$ cat src/verilog/ata_wr_pkg.sv
// Shared constants for the sector-write command path
package ata_wr_pkg;
   // Task-file offsets
   localparam logic [2:0] REG_DATA = 3'h0;
   localparam logic [2:0] REG_FEATURE = 3'h1;
   localparam logic [2:0] REG_COUNT = 3'h2;
   localparam logic [2:0] REG_SECTOR = 3'h3;
   localparam logic [2:0] REG_TRK_LO = 3'h4;
   localparam logic [2:0] REG_TRK_HI = 3'h5;
   localparam logic [2:0] REG_DRVHEAD = 3'h6;
   localparam logic [2:0] REG_OPCODE = 3'h7;
   // Opcodes
   localparam logic [7:0] OP_WR_MULT = 8'hC5;
   localparam logic [7:0] OP_WR_MULT_NE = 8'hCD;
   localparam logic [7:0] OP_WR_SEC = 8'h30;
   localparam logic [7:0] OP_WR_SEC_RT = 8'h31;
   localparam logic [7:0] OP_WR_SEC_NE = 8'h38;
   localparam logic [7:0] OP_WR_VERIFY = 8'h3C;
   localparam logic [7:0] OP_SET_MULT = 8'hC6;
   localparam logic [7:0] OP_IDENTIFY = 8'hEC;
   // Status, error and drive/head bit positions
   localparam int ST_BSY = 7;
   localparam int ST_RDY = 6;
   localparam int ST_DRQ = 3;
   localparam int ST_ERR = 0;
   localparam int ERR_ABRT = 2;
   localparam int ERR_MEDIA = 6;
   localparam int DH_LBA = 6;
   // Sizes and reset values
   localparam logic [7:0] WORD_LAST = 8'hFF;
   localparam logic [8:0] FULL_COUNT = 9'h100;
   localparam logic [7:0] MAX_BLOCK_SECTORS = 8'h01;
   localparam logic [7:0] IDENT_MULT_WORD = 8'h2F;
   localparam logic [7:0] IDENT_MULT_FLAG = 8'h80;
   localparam logic [7:0] MULT_RESET = 8'h00;
   localparam int FIFO_WORDS = 8;
   // Busy must show within this time of command acceptance
   localparam int BSY_LIMIT_NS = 400;
   localparam int CLK_PERIOD_PS = 5000;
   localparam int BSY_LIMIT_CYC = BSY_LIMIT_NS * 1000 / CLK_PERIOD_PS;
endpackage

$ cat src/verilog/ata_wr_if.sv
// Task-file link between the host controller and the card
`timescale 1ns/1ps
interface ata_wr_if;
   logic [2:0] addr;
   logic wr;
   logic rd;
   logic [15:0] wdata;
   logic [15:0] rdata;
   logic wready;
   logic bsy;
   logic drq;
   logic err;
   logic intrq;
   modport dev (input addr, wr, rd, wdata,
      output rdata, wready, bsy, drq, err, intrq);
   modport host (output addr, wr, rd, wdata,
      input rdata, wready, bsy, drq, err, intrq);
endinterface

$ cat src/verilog/ata_wr_device.sv
// Card end: task file, write command sequencer and data FIFO
// Functional notes
// RULE1: busy shows within 400 ns of command
// RULE2: block write interrupts per block, not sector
// RULE3: data request qualifies each block start only
// RULE4: block size limit one, shown in identify
// RULE5: host runs set-multiple before block writes
// RULE6: sector count register holds total sectors
// RULE7: remainder sectors form a final partial block
// RULE8: block write without multiple setting aborts
// RULE9: error stops at failing sector, no later blocks
// RULE10: data request and interrupt together per block
// RULE11: error leaves failing address and residual count
// RULE12: no-erase block write falls back to normal
// RULE13: sector write 1..256 sectors, zero means 256
// RULE14: busy, then data request, no first interrupt
// RULE15: host sends no data while busy
// RULE16: between sectors busy, then request plus interrupt
// RULE17: busy after last sector, then completion interrupt
// RULE18: sector write error keeps failing address
// RULE19: no-erase sector write falls back to normal
// RULE20: verify opcode checks each written sector
// RULE21: logical address spread over four registers
// RULE22: sector is 256 sixteen-bit words
`timescale 1ns/1ps
module word_fifo #(
   parameter int WIDTH = 16,
   parameter int DEPTH = 8
)
(
   input wire logic i_ref_clk,
   input wire logic i_reset,
   input wire logic i_s_valid,
   output logic o_s_ready,
   input wire logic [WIDTH-1:0] i_s_data,
   output logic o_m_valid,
   input wire logic i_m_ready,
   output logic [WIDTH-1:0] o_m_data
);
   localparam int AW = $clog2(DEPTH);
   localparam logic [AW-1:0] PTR_LAST = AW'(DEPTH - 1);
   localparam logic [AW:0] CNT_FULL = (AW+1)'(DEPTH);
   logic [WIDTH-1:0] mem_q [DEPTH];
   logic [AW-1:0] wp_q;
   logic [AW-1:0] rp_q;
   logic [AW:0] cnt_q;
   logic push;
   logic pop;

   assign o_s_ready = cnt_q != CNT_FULL;
   assign o_m_valid = cnt_q != '0;
   assign o_m_data = mem_q[rp_q];
   assign push = i_s_valid && o_s_ready;
   assign pop = o_m_valid && i_m_ready;

   always_ff @(posedge i_ref_clk)
   begin
      if (push)
         mem_q[wp_q] <= i_s_data;
   end

   always_ff @(posedge i_ref_clk or posedge i_reset)
   begin
      if (i_reset)
      begin
         wp_q <= '0;
         rp_q <= '0;
         cnt_q <= '0;
      end
      else
      begin
         if (push)
            wp_q <= (wp_q == PTR_LAST) ? '0 : wp_q + 1'b1;
         if (pop)
            rp_q <= (rp_q == PTR_LAST) ? '0 : rp_q + 1'b1;
         cnt_q <= cnt_q + (AW+1)'(push) - (AW+1)'(pop);
      end
   end
endmodule

module ata_wr_device
   import ata_wr_pkg::*;
#(
   parameter int FIFO_DEPTH = FIFO_WORDS,
   parameter logic [7:0] MAX_BLOCK = MAX_BLOCK_SECTORS
)
(
   input wire logic i_ref_clk,
   input wire logic i_reset,
   ata_wr_if.dev bus,
   output logic o_flash_valid,
   output logic [15:0] o_flash_data,
   input wire logic i_flash_ready,
   output logic [27:0] o_sector_lba,
   output logic o_sector_lba_mode,
   output logic o_sector_erase,
   output logic o_sector_verify,
   input wire logic i_sector_done,
   input wire logic i_sector_err
);
   typedef enum logic [2:0] {S_IDLE, S_BUSY, S_XFER, S_PROG, S_FLUSH,
      S_IDENT, S_FIN} dev_state_t;
   dev_state_t state_q;
   logic [7:0] feature_q, count_q, sector_q, trk_lo_q, trk_hi_q, dh_q;
   logic [7:0] op_q, err_q, mult_q, word_q, xfer_left_q, prog_left_q;
   logic [8:0] remain_q;
   logic multi_q, noerase_q, verify_q, intrq_q;
   logic [15:0] rdata_q;
   logic fifo_ready, fifo_valid, data_wr, blk_words_done;
   logic cmd_wr, tf_wr, refuse, is_write, go_busy, stat_rd;
   logic ok_done, bad_done, last_prog, ident_end;
   logic [8:0] bsz, blk_src;
   logic [7:0] blk_n;
   logic [27:0] lba_next;
   logic [7:0] wop;

   assign wop = bus.wdata[7:0];
   assign cmd_wr = bus.wr && bus.addr == REG_OPCODE && state_q == S_IDLE;
   assign tf_wr = bus.wr && state_q == S_IDLE;
   assign stat_rd = bus.rd && bus.addr == REG_OPCODE;
   assign is_write = wop == OP_WR_MULT || wop == OP_WR_MULT_NE ||
      wop == OP_WR_SEC || wop == OP_WR_SEC_RT || wop == OP_WR_SEC_NE ||
      wop == OP_WR_VERIFY;
   // Block writes need a prior multiple setting
   assign refuse = (wop == OP_WR_MULT || wop == OP_WR_MULT_NE) &&
      mult_q == MULT_RESET; // RULE8
   assign go_busy = (is_write && !refuse) || wop == OP_IDENTIFY;
   assign data_wr = bus.wr && bus.addr == REG_DATA && state_q == S_XFER
      && fifo_ready;
   assign blk_words_done = data_wr && word_q == WORD_LAST &&
      xfer_left_q == 8'h01; // RULE22
   assign ok_done = i_sector_done && !i_sector_err &&
      (state_q == S_XFER || state_q == S_PROG);
   assign bad_done = i_sector_done && i_sector_err &&
      (state_q == S_XFER || state_q == S_PROG);
   assign last_prog = ok_done && prog_left_q == 8'h01;
   assign ident_end = state_q == S_IDENT && bus.rd &&
      bus.addr == REG_DATA && word_q == WORD_LAST;
   // Block size is the multiple setting, or one sector for plain writes
   assign bsz = multi_q ? {1'b0, mult_q} : 9'h001; // RULE2
   assign blk_src = (state_q == S_BUSY) ? remain_q : remain_q - 9'h001;
   assign blk_n = (blk_src < bsz) ? blk_src[7:0] : bsz[7:0]; // RULE7
   assign lba_next = o_sector_lba + 28'h0000001;

   assign bus.bsy = state_q == S_BUSY || state_q == S_PROG ||
      state_q == S_FLUSH || state_q == S_FIN; // RULE1 RULE17
   assign bus.drq = state_q == S_XFER || state_q == S_IDENT; // RULE3
   assign bus.err = err_q != 8'h00;
   assign bus.intrq = intrq_q;
   assign bus.wready = fifo_ready && state_q == S_XFER;
   assign bus.rdata = rdata_q;
   assign o_sector_lba = {dh_q[3:0], trk_hi_q, trk_lo_q, sector_q}; // RULE21
   assign o_sector_lba_mode = dh_q[DH_LBA];
   // Backend falls back to erase-then-write for sectors not pre-erased
   assign o_sector_erase = !noerase_q; // RULE12 RULE19
   assign o_sector_verify = verify_q; // RULE20
   assign o_flash_valid = fifo_valid && state_q != S_FLUSH;

   word_fifo #(.WIDTH(16), .DEPTH(FIFO_DEPTH)) u_fifo (
      .i_ref_clk(i_ref_clk),
      .i_reset(i_reset),
      .i_s_valid(data_wr),
      .o_s_ready(fifo_ready),
      .i_s_data(bus.wdata),
      .o_m_valid(fifo_valid),
      .i_m_ready(i_flash_ready || state_q == S_FLUSH),
      .o_m_data(o_flash_data)
   );

   always_ff @(posedge i_ref_clk or posedge i_reset)
   begin
      if (i_reset)
         state_q <= S_IDLE;
      else
         unique case (state_q)
            S_IDLE: if (cmd_wr) state_q <= go_busy ? S_BUSY : S_FIN; // RULE1
            S_BUSY: state_q <= (op_q == OP_IDENTIFY) ? S_IDENT : S_XFER;
            S_XFER:
               if (bad_done)
                  state_q <= S_FLUSH; // RULE9
               else if (blk_words_done)
                  state_q <= S_PROG; // RULE16
            S_PROG:
               if (bad_done)
                  state_q <= S_FLUSH; // RULE9 RULE18
               else if (last_prog)
                  state_q <= (remain_q == 9'h001) ? S_FIN : S_XFER;
            S_FLUSH: if (!fifo_valid) state_q <= S_FIN;
            S_IDENT: if (ident_end) state_q <= S_FIN;
            S_FIN: state_q <= S_IDLE;
         endcase
   end

   // Interrupt: set wins over the status-read clear
   always_ff @(posedge i_ref_clk or posedge i_reset)
   begin
      if (i_reset)
         intrq_q <= 1'b0;
      else if ((state_q == S_BUSY && (multi_q || op_q == OP_IDENTIFY)) ||
         (state_q == S_PROG && last_prog && remain_q != 9'h001) ||
         state_q == S_FIN)
         intrq_q <= 1'b1; // RULE10 RULE14 RULE16 RULE17
      else if (stat_rd || cmd_wr)
         intrq_q <= 1'b0;
   end

   always_ff @(posedge i_ref_clk or posedge i_reset)
   begin
      if (i_reset)
         err_q <= 8'h00;
      else if (cmd_wr)
      begin
         err_q <= 8'h00;
         if (!go_busy && !(wop == OP_SET_MULT && count_q <= MAX_BLOCK))
            err_q[ERR_ABRT] <= 1'b1; // RULE8
      end
      else if (bad_done)
         err_q[ERR_MEDIA] <= 1'b1;
   end

   always_ff @(posedge i_ref_clk or posedge i_reset)
   begin
      if (i_reset)
      begin
         feature_q <= 8'h00;
         count_q <= 8'h00;
         sector_q <= 8'h00;
         trk_lo_q <= 8'h00;
         trk_hi_q <= 8'h00;
         dh_q <= 8'h00;
      end
      else if (tf_wr)
         unique case (bus.addr)
            REG_FEATURE: feature_q <= wop;
            REG_COUNT: count_q <= wop; // RULE6
            REG_SECTOR: sector_q <= wop; // RULE21
            REG_TRK_LO: trk_lo_q <= wop;
            REG_TRK_HI: trk_hi_q <= wop;
            REG_DRVHEAD: dh_q <= wop;
            default: ;
         endcase
      else if (ok_done)
      begin
         // Residual count and address stay put on error
         count_q <= count_q - 8'h01; // RULE11
         if (remain_q != 9'h001)
            {dh_q[3:0], trk_hi_q, trk_lo_q, sector_q} <= lba_next;
      end
   end

   always_ff @(posedge i_ref_clk or posedge i_reset)
   begin
      if (i_reset)
      begin
         op_q <= 8'h00;
         multi_q <= 1'b0;
         noerase_q <= 1'b0;
         verify_q <= 1'b0;
         mult_q <= MULT_RESET;
      end
      else if (cmd_wr)
      begin
         op_q <= wop;
         multi_q <= wop == OP_WR_MULT || wop == OP_WR_MULT_NE;
         noerase_q <= wop == OP_WR_MULT_NE || wop == OP_WR_SEC_NE;
         verify_q <= wop == OP_WR_VERIFY;
         if (wop == OP_SET_MULT && count_q <= MAX_BLOCK)
            mult_q <= count_q; // RULE4
      end
   end

   always_ff @(posedge i_ref_clk or posedge i_reset)
   begin
      if (i_reset)
      begin
         remain_q <= 9'h000;
         word_q <= 8'h00;
         xfer_left_q <= 8'h00;
         prog_left_q <= 8'h00;
      end
      else
      begin
         if (cmd_wr) // RULE13
            remain_q <= (count_q == 8'h00) ? FULL_COUNT : {1'b0, count_q};
         else if (ok_done)
            remain_q <= remain_q - 9'h001;
         if (state_q == S_BUSY || (state_q == S_PROG && last_prog))
         begin
            word_q <= 8'h00;
            xfer_left_q <= blk_n;
            prog_left_q <= blk_n;
         end
         else
         begin
            if (data_wr || (state_q == S_IDENT && bus.rd &&
               bus.addr == REG_DATA))
               word_q <= word_q + 8'h01;
            if (data_wr && word_q == WORD_LAST)
               xfer_left_q <= xfer_left_q - 8'h01;
            if (ok_done)
               prog_left_q <= prog_left_q - 8'h01;
         end
      end
   end

   always_ff @(posedge i_ref_clk or posedge i_reset)
   begin
      if (i_reset)
         rdata_q <= 16'h0000;
      else if (bus.rd)
         unique case (bus.addr)
            REG_DATA:
               rdata_q <= (state_q == S_IDENT && word_q == IDENT_MULT_WORD)
                  ? {IDENT_MULT_FLAG, MAX_BLOCK} : 16'h0000; // RULE4
            REG_FEATURE: rdata_q <= {8'h00, err_q};
            REG_COUNT: rdata_q <= {8'h00, count_q};
            REG_SECTOR: rdata_q <= {8'h00, sector_q};
            REG_TRK_LO: rdata_q <= {8'h00, trk_lo_q};
            REG_TRK_HI: rdata_q <= {8'h00, trk_hi_q};
            REG_DRVHEAD: rdata_q <= {8'h00, dh_q};
            REG_OPCODE:
            begin
               rdata_q <= 16'h0000;
               rdata_q[ST_BSY] <= bus.bsy;
               rdata_q[ST_RDY] <= 1'b1;
               rdata_q[ST_DRQ] <= bus.drq;
               rdata_q[ST_ERR] <= bus.err;
            end
         endcase
   end
endmodule

$ cat src/flat_wrapper.sv
// flat-port wrapper written by rule: the top's interface ports become plain ports
module ata_wr_device_flat import ata_wr_pkg::*;
#(
   parameter int FIFO_DEPTH = FIFO_WORDS,
   parameter logic [7:0] MAX_BLOCK = MAX_BLOCK_SECTORS
)
  (i_ref_clk, i_reset, o_flash_valid, o_flash_data, i_flash_ready, o_sector_lba, o_sector_lba_mode, o_sector_erase, o_sector_verify, i_sector_done, i_sector_err, bus_addr, bus_wr, bus_rd, bus_wdata, bus_rdata, bus_wready, bus_bsy, bus_drq, bus_err, bus_intrq);
  ata_wr_if bus_i ();
  input wire logic i_ref_clk;
  input wire logic i_reset;
  output logic o_flash_valid;
  output logic [15:0] o_flash_data;
  input wire logic i_flash_ready;
  output logic [27:0] o_sector_lba;
  output logic o_sector_lba_mode;
  output logic o_sector_erase;
  output logic o_sector_verify;
  input wire logic i_sector_done;
  input wire logic i_sector_err;
  input wire logic [$bits(bus_i.addr)-1:0] bus_addr;
  input wire logic [$bits(bus_i.wr)-1:0] bus_wr;
  input wire logic [$bits(bus_i.rd)-1:0] bus_rd;
  input wire logic [$bits(bus_i.wdata)-1:0] bus_wdata;
  output wire logic [$bits(bus_i.rdata)-1:0] bus_rdata;
  output wire logic [$bits(bus_i.wready)-1:0] bus_wready;
  output wire logic [$bits(bus_i.bsy)-1:0] bus_bsy;
  output wire logic [$bits(bus_i.drq)-1:0] bus_drq;
  output wire logic [$bits(bus_i.err)-1:0] bus_err;
  output wire logic [$bits(bus_i.intrq)-1:0] bus_intrq;
  assign bus_i.addr = bus_addr;
  assign bus_i.wr = bus_wr;
  assign bus_i.rd = bus_rd;
  assign bus_i.wdata = bus_wdata;
  assign bus_rdata = bus_i.rdata;
  assign bus_wready = bus_i.wready;
  assign bus_bsy = bus_i.bsy;
  assign bus_drq = bus_i.drq;
  assign bus_err = bus_i.err;
  assign bus_intrq = bus_i.intrq;
  ata_wr_device #(.FIFO_DEPTH(FIFO_DEPTH), .MAX_BLOCK(MAX_BLOCK)) u_core (.i_ref_clk(i_ref_clk), .i_reset(i_reset), .bus(bus_i), .o_flash_valid(o_flash_valid), .o_flash_data(o_flash_data), .i_flash_ready(i_flash_ready), .o_sector_lba(o_sector_lba), .o_sector_lba_mode(o_sector_lba_mode), .o_sector_erase(o_sector_erase), .o_sector_verify(o_sector_verify), .i_sector_done(i_sector_done), .i_sector_err(i_sector_err));
endmodule
$ cat config.mk
export PLATFORM = sky130hd
export DESIGN_NAME = ata_wr_device_flat
export DESIGN_NICKNAME = d
export VERILOG_FILES = /design/src/verilog/ata_wr_pkg.sv /design/src/verilog/ata_wr_if.sv /design/src/verilog/ata_wr_device.sv /design/src/flat_wrapper.sv
export SDC_FILE = /design/constraint.sdc
export NUM_CORES = 1
export LEC_CHECK = 0
export BUFFER_PORTS_ARGS = -buffer_cell sky130_fd_sc_hd__buf_2
export CORE_ASPECT_RATIO = 1.25
export CORE_UTILIZATION = 35
export CTS_CLUSTER_DIAMETER = 30
export DETAILED_ROUTE_END_ITERATION = 10
export PLACE_DENSITY_LB_ADDON = 0.05
export SYNTH_ARGS = -nofsm -noshare
export SYNTH_HDL_FRONTEND = slang
export SYNTH_SLANG_ARGS = --single-unit
$ cat constraint.sdc
create_clock -name i_ref_clk -period 5 [get_ports i_ref_clk]
set_input_delay 0.75 -clock i_ref_clk [delete_from_list [all_inputs] [get_ports i_ref_clk]]
set_output_delay 0.75 -clock i_ref_clk [all_outputs]
set_load 0.02 [all_outputs]
==> key figures, run 1 <==
Global routing
  • GR Util All Layers: 20.4%
  • GRT Residual Overflow: 0
  • First-pass GRT wire length: 55400 um
  • Vias in the first global route: 9184
  • Largest net degree at the start of global routing: 69
  • Initial antenna violation count: 0

Route
  • DRT Pass-1 Iters: 7
  • Antenna Violating Nets Remaining: 0
  • Routed vias/inst: 5.39
  • Via Count: 9037
  • Drt first-iter violations: 634
  • Total wire length: 35500 um
  • # DRC: 0
  • Routed wire per std cell: 21.2 um

Logic synthesis
  • YS warnings: 0
  • Cell taking the most area after synthesis: edfxtp_1
  • Number of synthesized register bits: 245
  • Top cells by area, synth: edfxtp_1 (31%), dfrtp_1 (24%), mux4_2 (5.8%)
  • Synthesized area per cell: 11.5 sq um
  • Post-synth cell types: 78
  • Post-synth EDFFs: 128
  • Synth top area share: 31.2%
  • Primary FF master, synth: edfxtp_1
  • Share of synthesized registers carrying an async set or reset: 47.8%
  • Mapped cell area: 12300 sq um
  • Synthesized instance count: 1072
  • Seq/Total Area, Yosys: 54.9%

Floorplanning
  • Io pins: 95
  • Initial Util: 35.6%
  • DIE HEIGHT: 212 um
  • Die Span X: 170 um
  • Die area: 36000 sq um
  • Core area: 34600 sq um
  • Row count: 76

Critical path
  • Critical path capture point type: register
  • Worst path required time: 5.45 ns
  • Crit path DAT: 4.39 ns
  • Crit path launch type: register
  • WS Path Type: reg2reg
  • Worst-path fanout max: 8

Run status
  • Outcome: finished, final reports clean

Pwr
  • Clk pwr share: 37.6%
  • Switching part of the total: 35.3%
  • Max VDD drop: 0.286 mV
  • Static Leak: 0.00594 uW
  • Int Power: 6050 uW
  • PwrDens: 621 nW/um^2
  • Sequential power share: 33.4%
  • Gate power share: 29.0%
  • Net Switching: 3310 uW

Timing
  • RSZ-0062 raised after global routing: false
  • Post-Route Skew: 0.0191 ns
  • Highest clock rate: 254 MHz
  • Worst Hold Slack: 0.298 ns
  • Final worst-path cycle share: 78.8%
  • Slew Viols, Final: 0
  • Hold Violations, Final: 0
  • Max_slew headroom: 29.2%
  • Final worst path period need: 3.94 ns
  • Setup violations, final: 0
  • Setup TNS: 0 ns
  • Slew at the pin with the worst max-slew slack: 1.06 ns

Clock network
  • CTS buffer count: 54
  • Post-CTS setup buffer count: 0
  • Worst-Skew Late Latency: 0.56 ns
  • Htree depth: 2
  • CTS tree: built
  • Clock transition at the registers of the reported paths: 0.05 ns
  • Post-CTS Resized: 0
  • CTS sink count: 245
  • CTS Hold Bufs: 0
  • CTS Buffer Depth: 3
  • Clock root cell: clkbuf_16

Cells and area
  • Nets: 1219
  • Area grow syn2layout: 22.3%
  • Design area: 15100 sq um
  • Fin cells: 1676
  • Antenna Cells: 0
  • Share of cells above drive strength 1: 23.3%

Run
  • Max Cap Viol: 0

Place
  • Placed Cells: 1577
  • IO Port Bufs: 87
  • Placed instance area: 13200 sq um
  • Routability Congestion: 0.856
  • DP HPWL: 23600 um

Worst hold path
  • Worst min path class: in2async
per-layer routing:
layer	up-vias	wire [um]	track usage, %
met1	4533	15100	26.2
met5	-	0	0
met4	0	834	6.37
met3	70	1740	3.53
met2	233	17800	34.9
li1	4201	-	-
per-stage QoR:
step	total power [uW]	setup WS [ns]	util [%]
floorplan	4950	1.15	-
global placement	5900	1.12	38.2
CTS	9470	1.03	43.6
detailed placement	5890	1.03	38.2
finish	9360	1.06	43.6
global route	9910	0.721	43.6
cell usage in the layout (no fill, tap or decap), types with 13 or more instances in the layout:
| master | n |
|---|---|
| edfxtp_1 | 128 |
| nand3_1 | 23 |
| buf_2 | 87 |
| nand2_1 | 100 |
| buf_4 | 16 |
| o22a_1 | 20 |
| nor3_1 | 17 |
| mux2_2 | 27 |
| mux2i_1 | 16 |
| inv_1 | 39 |
| nor4_1 | 18 |
| dfrtp_1 | 116 |
| a21oi_1 | 72 |
| and2_1 | 19 |
| clkbuf_16 | 57 |
| nor2_1 | 86 |
| mux4_2 | 32 |
| o21ai_0 | 45 |
| xnor2_1 | 13 |
| ha_1 | 27 |
| a31oi_1 | 14 |
cells by family after synthesis:
family          Yosys count  share of synthesized area [%]
buf+inv                 113                           3.85
flops                   245                           54.9
compound gates          232                           12.3
xor+xnor                 25                           1.78
mux                      75                           9.61
fa+ha+maj                28                           2.90
other cells               1                         0.0304
simple gates            353                           14.6
state kept, by name, summed over array words and instances (netlist names), 4 cells and up:
register and cells:
u_core.bus.rdata 9, u_core.count_q 8, u_core.dh_q 8, u_core.mult_q 8
u_core.op_q 8, u_core.prog_left_q 8, u_core.remain_q 9, u_core.sector_q 8
u_core.trk_hi_q 8, u_core.trk_lo_q 8, u_core.u_fifo.cnt_q 4, u_core.u_fifo.mem_q 128
u_core.word_q 8, u_core.xfer_left_q 8
power groups by stage:
stage               registers [uW]  logic [uW]  clock network [uW]
floorplan                     2970        1990                   0
global placement              3160        2740                   0
detailed placement            3150        2740                   0
CTS                           3130        2760                3590
global route                  3200        3010                3700
finish                        3120        2710                3520
critical path, stage by stage (launching register included):
cell      delay (ns)
dfrtp_1         0.42
inv_1           0.13
ha_1            0.23
or3b_2          0.51
nor3_1          0.21
nand2_1         0.10
xnor2_1         0.23
ha_1            0.28
o21a_1          0.11
o21ai_0         0.21
a21oi_1         0.10
nor4_4          0.61
mux2_2          0.42
a221oi_1        0.28
layout make-up:
cell class,instances,area [sq um]
flip-flops and latches,245,6770
inverters,40,153
clock inverters,30,305
multi-input cells,720,5150
well taps,468,586
fillers,3379,19500
clock buffers,69,1530
repair buffers,104,576
cells in the mapped netlist, types with 13 or more instances:
master,count
nor4_1,19
mux2_2,27
nor3_1,21
nor2_1,89
mux2i_1,16
a21oi_1,72
nand3_1,23
dfrtp_1,117
mux4_2,32
xnor2_1,13
o21ai_0,45
and2_1,19
ha_1,27
inv_1,40
a31oi_1,14
clkbuf_1,47
edfxtp_1,128
nand2_1,100
o22a_1,20
path summary, 6_finish.rpt:
kind	start	endpoint	slack (ns)	cells after the start
max reg2reg	u_core.remain_q[0]	u_core.prog_left_q[0]	1.06	13
min	i_reset	u_core.trk_hi_q[5]	0.30	2
min in group i_ref_clk	u_core.op_q[1]	u_core.op_q[1]	0.47	2
max in group asynchronous	i_reset	u_core.u_fifo.rp_q[0]	3.83	3
max	u_core.remain_q[0]	u_core.prog_left_q[0]	1.06	13
min reg2reg	u_core.op_q[1]	u_core.op_q[1]	0.47	2
No activity file was read; power rests on OpenSTA's default activity.
==> inputs of run 2 (changes only) <==
- clock period: 5 -> 3.8 ns (I/O delays scaled with it)
==> key figures, run 2 (synthesis gave the netlist of run 1 again) <==
Global routing
  • First-pass GRT wire length: 55900 um
  • Largest net degree at the start of global routing: 60
  • GR Util All Layers: 20.8%
  • GRT Residual Overflow: 0
  • Initial antenna violation count: 0
  • Vias in the first global route: 9417

Floorplanning
  • DIE HEIGHT: 212 um
  • Row count: 76
  • Initial Util: 35.6%
  • Die area: 36000 sq um
  • Core area: 34600 sq um
  • Die Span X: 170 um
  • Io pins: 95

Pwr
  • Sequential power share: 32.7%
  • Gate power share: 29.8%
  • Net Switching: 4410 uW
  • Clk pwr share: 37.5%
  • Max VDD drop: 0.389 mV
  • PwrDens: 817 nW/um^2
  • Switching part of the total: 35.3%
  • Static Leak: 0.00606 uW
  • Int Power: 8070 uW

Route
  • # DRC: 0
  • Total wire length: 36300 um
  • Antenna Violating Nets Remaining: 0
  • Routed wire per std cell: 21.4 um
  • Routed vias/inst: 5.39
  • DRT Pass-1 Iters: 5
  • Via Count: 9143
  • Drt first-iter violations: 581

Cells and area
  • Share of cells above drive strength 1: 25.1%
  • Antenna Cells: 0
  • Largest register FFs: 128
  • Nets: 1239
  • Design area: 15300 sq um
  • Area of the multi-input gates: 5160 sq um
  • Area grow syn2layout: 23.9%
  • Storage cell area: 6770 sq um
  • Commonest non-fill, non-tap cell in the layout: edfxtp_1
  • Fill cells: 3327
  • Most frequent cells in the layout: edfxtp_1 (128), dfrtp_1 (116), nand2_1 (100), buf_2 (87), nor2_1 (86)
  • Reg with most FFs: u_core.u_fifo.mem_q

Timing
  • Highest clock rate: 286 MHz
  • Slew Viols, Final: 0
  • Max_slew headroom: 31.1%
  • Hold Violations, Final: 0
  • Final worst path period need: 3.49 ns
  • Worst Hold Slack: 0.204 ns
  • RSZ-0062 raised after global routing: false
  • Post-Route Skew: 0.0188 ns
  • Post-route setup slack: 0.308 ns
  • Setup violations, final: 0
  • Slew at the pin with the worst max-slew slack: 1.03 ns
  • Final worst-path cycle share: 91.9%
  • Setup TNS: 0 ns

Clock network
  • CTS tree: built
  • Post-CTS setup buffer count: 0
  • Clock root cell: clkbuf_16
  • CTS Hold Bufs: 0
  • Post-CTS Resized: 0
  • CTS Buffer Depth: 3
  • Worst-Skew Late Latency: 0.56 ns
  • Htree depth: 2
  • Clock transition at the registers of the reported paths: 0.05 ns
  • CTS sink count: 245
  • CTS buffer count: 52

Place
  • IO Port Bufs: 87
  • Pre-CTS setup slack: 0.203 ns
  • Routability Congestion: 0.825
  • DP HPWL: 24700 um
  • Placed instance area: 13400 sq um

Critical path
  • Crit path launch type: register
  • Critical path capture point type: register
  • Crit path DAT: 3.95 ns
  • Worst-path fanout max: 7
  • WS Path Type: reg2reg
  • Worst path required time: 4.26 ns

Run status
  • Outcome: finished, final reports clean

Worst hold path
  • Worst min path class: in2async

Run
  • Max Cap Viol: 0
==> run 2: cell count changes in the layout (fill, tap and decap cells not counted), moves of 2 or more <==
cell / change
buf_4: +21
clkinv_4: -6
clkinvlp_4: +5
inv_6: +2
clkinv_1: -2
bufinv_16: +2
clkbuf_1: -2
clkbuf_16: -3
==> run 2: per-layer routing <==
layer,GRT usage (%),vias to the layer above,wire length [um]
li1,-,4246,-
met1,26.1,4588,15300
met2,35.5,241,18400
met3,3.85,68,1680
met4,7.36,0,986
met5,0,-,0
==> run 2: worst paths after layout <==
kind                                     from                          to  slack, ns  depth (start not counted)
max in group asynchronous             i_reset            u_core.word_q[3]       2.74                          3
max reg2reg                u_core.remain_q[0]       u_core.xfer_left_q[4]       0.31                         12
min in group i_ref_clk          bus_wdata[10]  u_core.u_fifo.mem_q[3][10]       0.29                          1
min                                   i_reset              u_core.dh_q[5]       0.20                          2
max                        u_core.remain_q[0]       u_core.xfer_left_q[4]       0.31                         12
min reg2reg                    u_core.op_q[1]              u_core.op_q[1]       0.46                          2
==> run 2: power by group through the flow <==
stage | registers [uW] | logic [uW] | clock network, uW
after detailed placement | 4110 | 3760 | 0
final | 4080 | 3720 | 4680
after global placement | 4120 | 3750 | 0
after global routing | 4160 | 4130 | 4910
after floorplan | 3900 | 2620 | 0
after CTS | 4080 | 3780 | 4780
==> run 2: critical path, stage by stage, from the launching register on <==
cell     delay [ns]
dfrtp_1        0.37
buf_4          0.15
nor4_1         0.52
nor4b_1        0.49
nand2_1        0.13
xnor2_1        0.26
ha_1           0.27
o21ai_1        0.11
a21oi_1        0.09
nor4_4         0.29
buf_4          0.22
mux2_2         0.37
mux2i_1        0.13
==> run 2: metrics by stage <==
stage	cells	utilization, %	power (uW)
5_1_grt	1697	44.1	13200
6_report	1697	44.1	12500
4_1_cts	1697	44.1	12600
3_3_place_gp	1599	38.8	7870
2_1_floorplan	1078	-	6520
3_5_place_dp	1599	38.8	7870
==> run 2: cell type report <==
cell class / count / share of cell area [%]
timing repair buffer: 126 / 4.93
clock buffer: 65 / 9.58
inverter: 40 / 1.00
clock inverter: 33 / 2.50
tap: 468 / 3.83
multi-input combinational: 720 / 33.8
sequential: 245 / 44.3
==> inputs of run 3 (changes only) <==
- BUFFER_PORTS_ARGS: -buffer_cell sky130_fd_sc_hd__buf_2 -> not set
- DONT_BUFFER_PORTS: not set -> 1
==> key figures, run 3 (synthesis gave the netlist of run 1 again) <==
Critical path
  • WS Path Type: reg2reg
  • Family with the most delay on the worst path: simple AND/OR/NAND/NOR gates
  • Crit path DAT: 3.96 ns
  • CP Cell Sequence: inv_1 -> ha_2 -> or3b_2 -> nor3_1 -> nand2_1 -> xnor2_2 -> ha_1 -> a211oi_1 -> a21oi_1 -> nor4_4 -> mux2_2 -> a221oi_1
  • Crit path launch type: register
  • CP max stage delay: 0.49 ns
  • Worst-path fanout max: 5
  • Worst path required time: 4.26 ns
  • Worst path slowest cell: or3b_2
  • Buffers plus inverters on the worst setup path: 1
  • Critical path capture point type: register

Clock network
  • Clock root cell: clkbuf_16
  • CTS Hold Bufs: 0
  • Post-CTS setup buffer count: 0
  • CTS Buffer Depth: 3
  • Clock transition at the registers of the reported paths: 0.05 ns
  • CTS tree: built
  • Htree depth: 2
  • CTS sink count: 245
  • Worst-Skew Late Latency: 0.57 ns
  • CTS buffer count: 53

Place
  • IO Port Bufs: 0
  • Routability Congestion: 0.830
  • DP HPWL: 24200 um
  • Placed Cells: 1506
  • Pre-CTS setup slack: 0.186 ns

Floorplanning
  • Die Span X: 170 um
  • Initial Util: 35.6%
  • Die area: 36000 sq um
  • DIE HEIGHT: 212 um
  • Row count: 76
  • Core area: 34600 sq um
  • Io pins: 95

Timing
  • Setup violations, final: 0
  • Post-Route Skew: 0.0212 ns
  • Max_slew headroom: 32.0%
  • Final worst path period need: 3.50 ns
  • Highest clock rate: 286 MHz
  • RSZ-0062 raised after global routing: false
  • Final worst-path cycle share: 92.2%
  • Setup TNS: 0 ns
  • Slew at the pin with the worst max-slew slack: 1.02 ns
  • Worst Hold Slack: -0.00832 ns
  • Post-route setup slack: 0.298 ns
  • Hold Violations, Final: 7
  • Slew Viols, Final: 0

Route
  • Routed wire per std cell: 22.4 um
  • Drt first-iter violations: 489
  • # DRC: 0
  • DRT Pass-1 Iters: 8
  • Antenna Violating Nets Remaining: 0
  • Routed vias/inst: 5.44
  • Total wire length: 36000 um
  • Via Count: 8730

Global routing
  • Vias in the first global route: 9216
  • Largest net degree at the start of global routing: 54
  • GRT Residual Overflow: 0
  • GR Util All Layers: 20.7%
  • Initial antenna violation count: 0
  • First-pass GRT wire length: 55700 um

Pwr
  • Max VDD drop: 0.359 mV
  • PwrDens: 831 nW/um^2
  • Static Leak: 0.00571 uW

Run status
  • Failing checks: hold timing
  • Outcome: finished with violations

Cells and area
  • Antenna Cells: 0
  • Largest register FFs: 128
  • Area of the multi-input gates: 5160 sq um
  • Storage cell area: 6770 sq um
  • Commonest non-fill, non-tap cell in the layout: edfxtp_1
  • Post-layout util: 42.9%
  • Reg with most FFs: u_core.u_fifo.mem_q
  • Fill cells: 3335
  • Share of cells above drive strength 1: 18.6%
  • Area grow syn2layout: 20.6%
  • Nets: 1147
  • Fin cells: 1606
  • Most frequent cells in the layout: edfxtp_1 (128), dfrtp_1 (116), nand2_1 (100), nor2_1 (86), a21oi_1 (72)

Run
  • Max Cap Viol: 0

Worst hold path
  • Worst min path class: in2async
run 3: worst paths after layout:
| kind | start | to | slack (ns) | depth (start not counted) |
|---|---|---|---|---|
| max | u_core.remain_q[1] | u_core.prog_left_q[0] | 0.30 | 12 |
| min | i_reset | u_core.trk_hi_q[2] | -0.008 | 1 |
| max reg2reg | u_core.remain_q[1] | u_core.prog_left_q[0] | 0.30 | 12 |
| min reg2reg | u_core.op_q[5] | u_core.op_q[5] | 0.47 | 2 |
| max in group asynchronous | i_reset | u_core.u_fifo.rp_q[0] | 2.98 | 2 |
| min in group i_ref_clk | bus_rd | u_core.bus.rdata[1] | 0.08 | 1 |
run 3: report_power, final:
part	switching (uW)	total, uW	internal [uW]
sequential	991	4260	3270
clock	1530	4890	3360
combinational	1810	3200	1380
run 3: repair_timing:
item	CTS	global route
gates resized for setup	0	4
setup endpoints to repair	0	15
hold endpoints to repair	0	0
run 3: layer usage:
metal | GRT usage (%) | vias up | part of all wire [%]
met1 | 25.2 | 4367 | 42
met2 | 35.6 | 233 | 50
li1 | - | 4061 | -
met4 | 8.20 | 0 | 3.3
met5 | 0 | - | 0
met3 | 4.17 | 69 | 5.0
run 3: metrics by stage:
step	power [uW]	area (sq um)
2_1_floorplan	6520	12400
3_3_place_gp	7530	12900
3_5_place_dp	7520	12900
4_1_cts	12500	14800
5_1_grt	13000	14900
6_report	12400	14900
run 3: final cells by class:
type	count	area share, %
Clock buffer	64	9.40
Clock inverter	36	3.38
Inverter	40	1.03
Multi-Input combinational cell	720	34.7
Sequential cell	245	45.6
Tap cell	468	3.94
Timing Repair Buffer	33	1.94
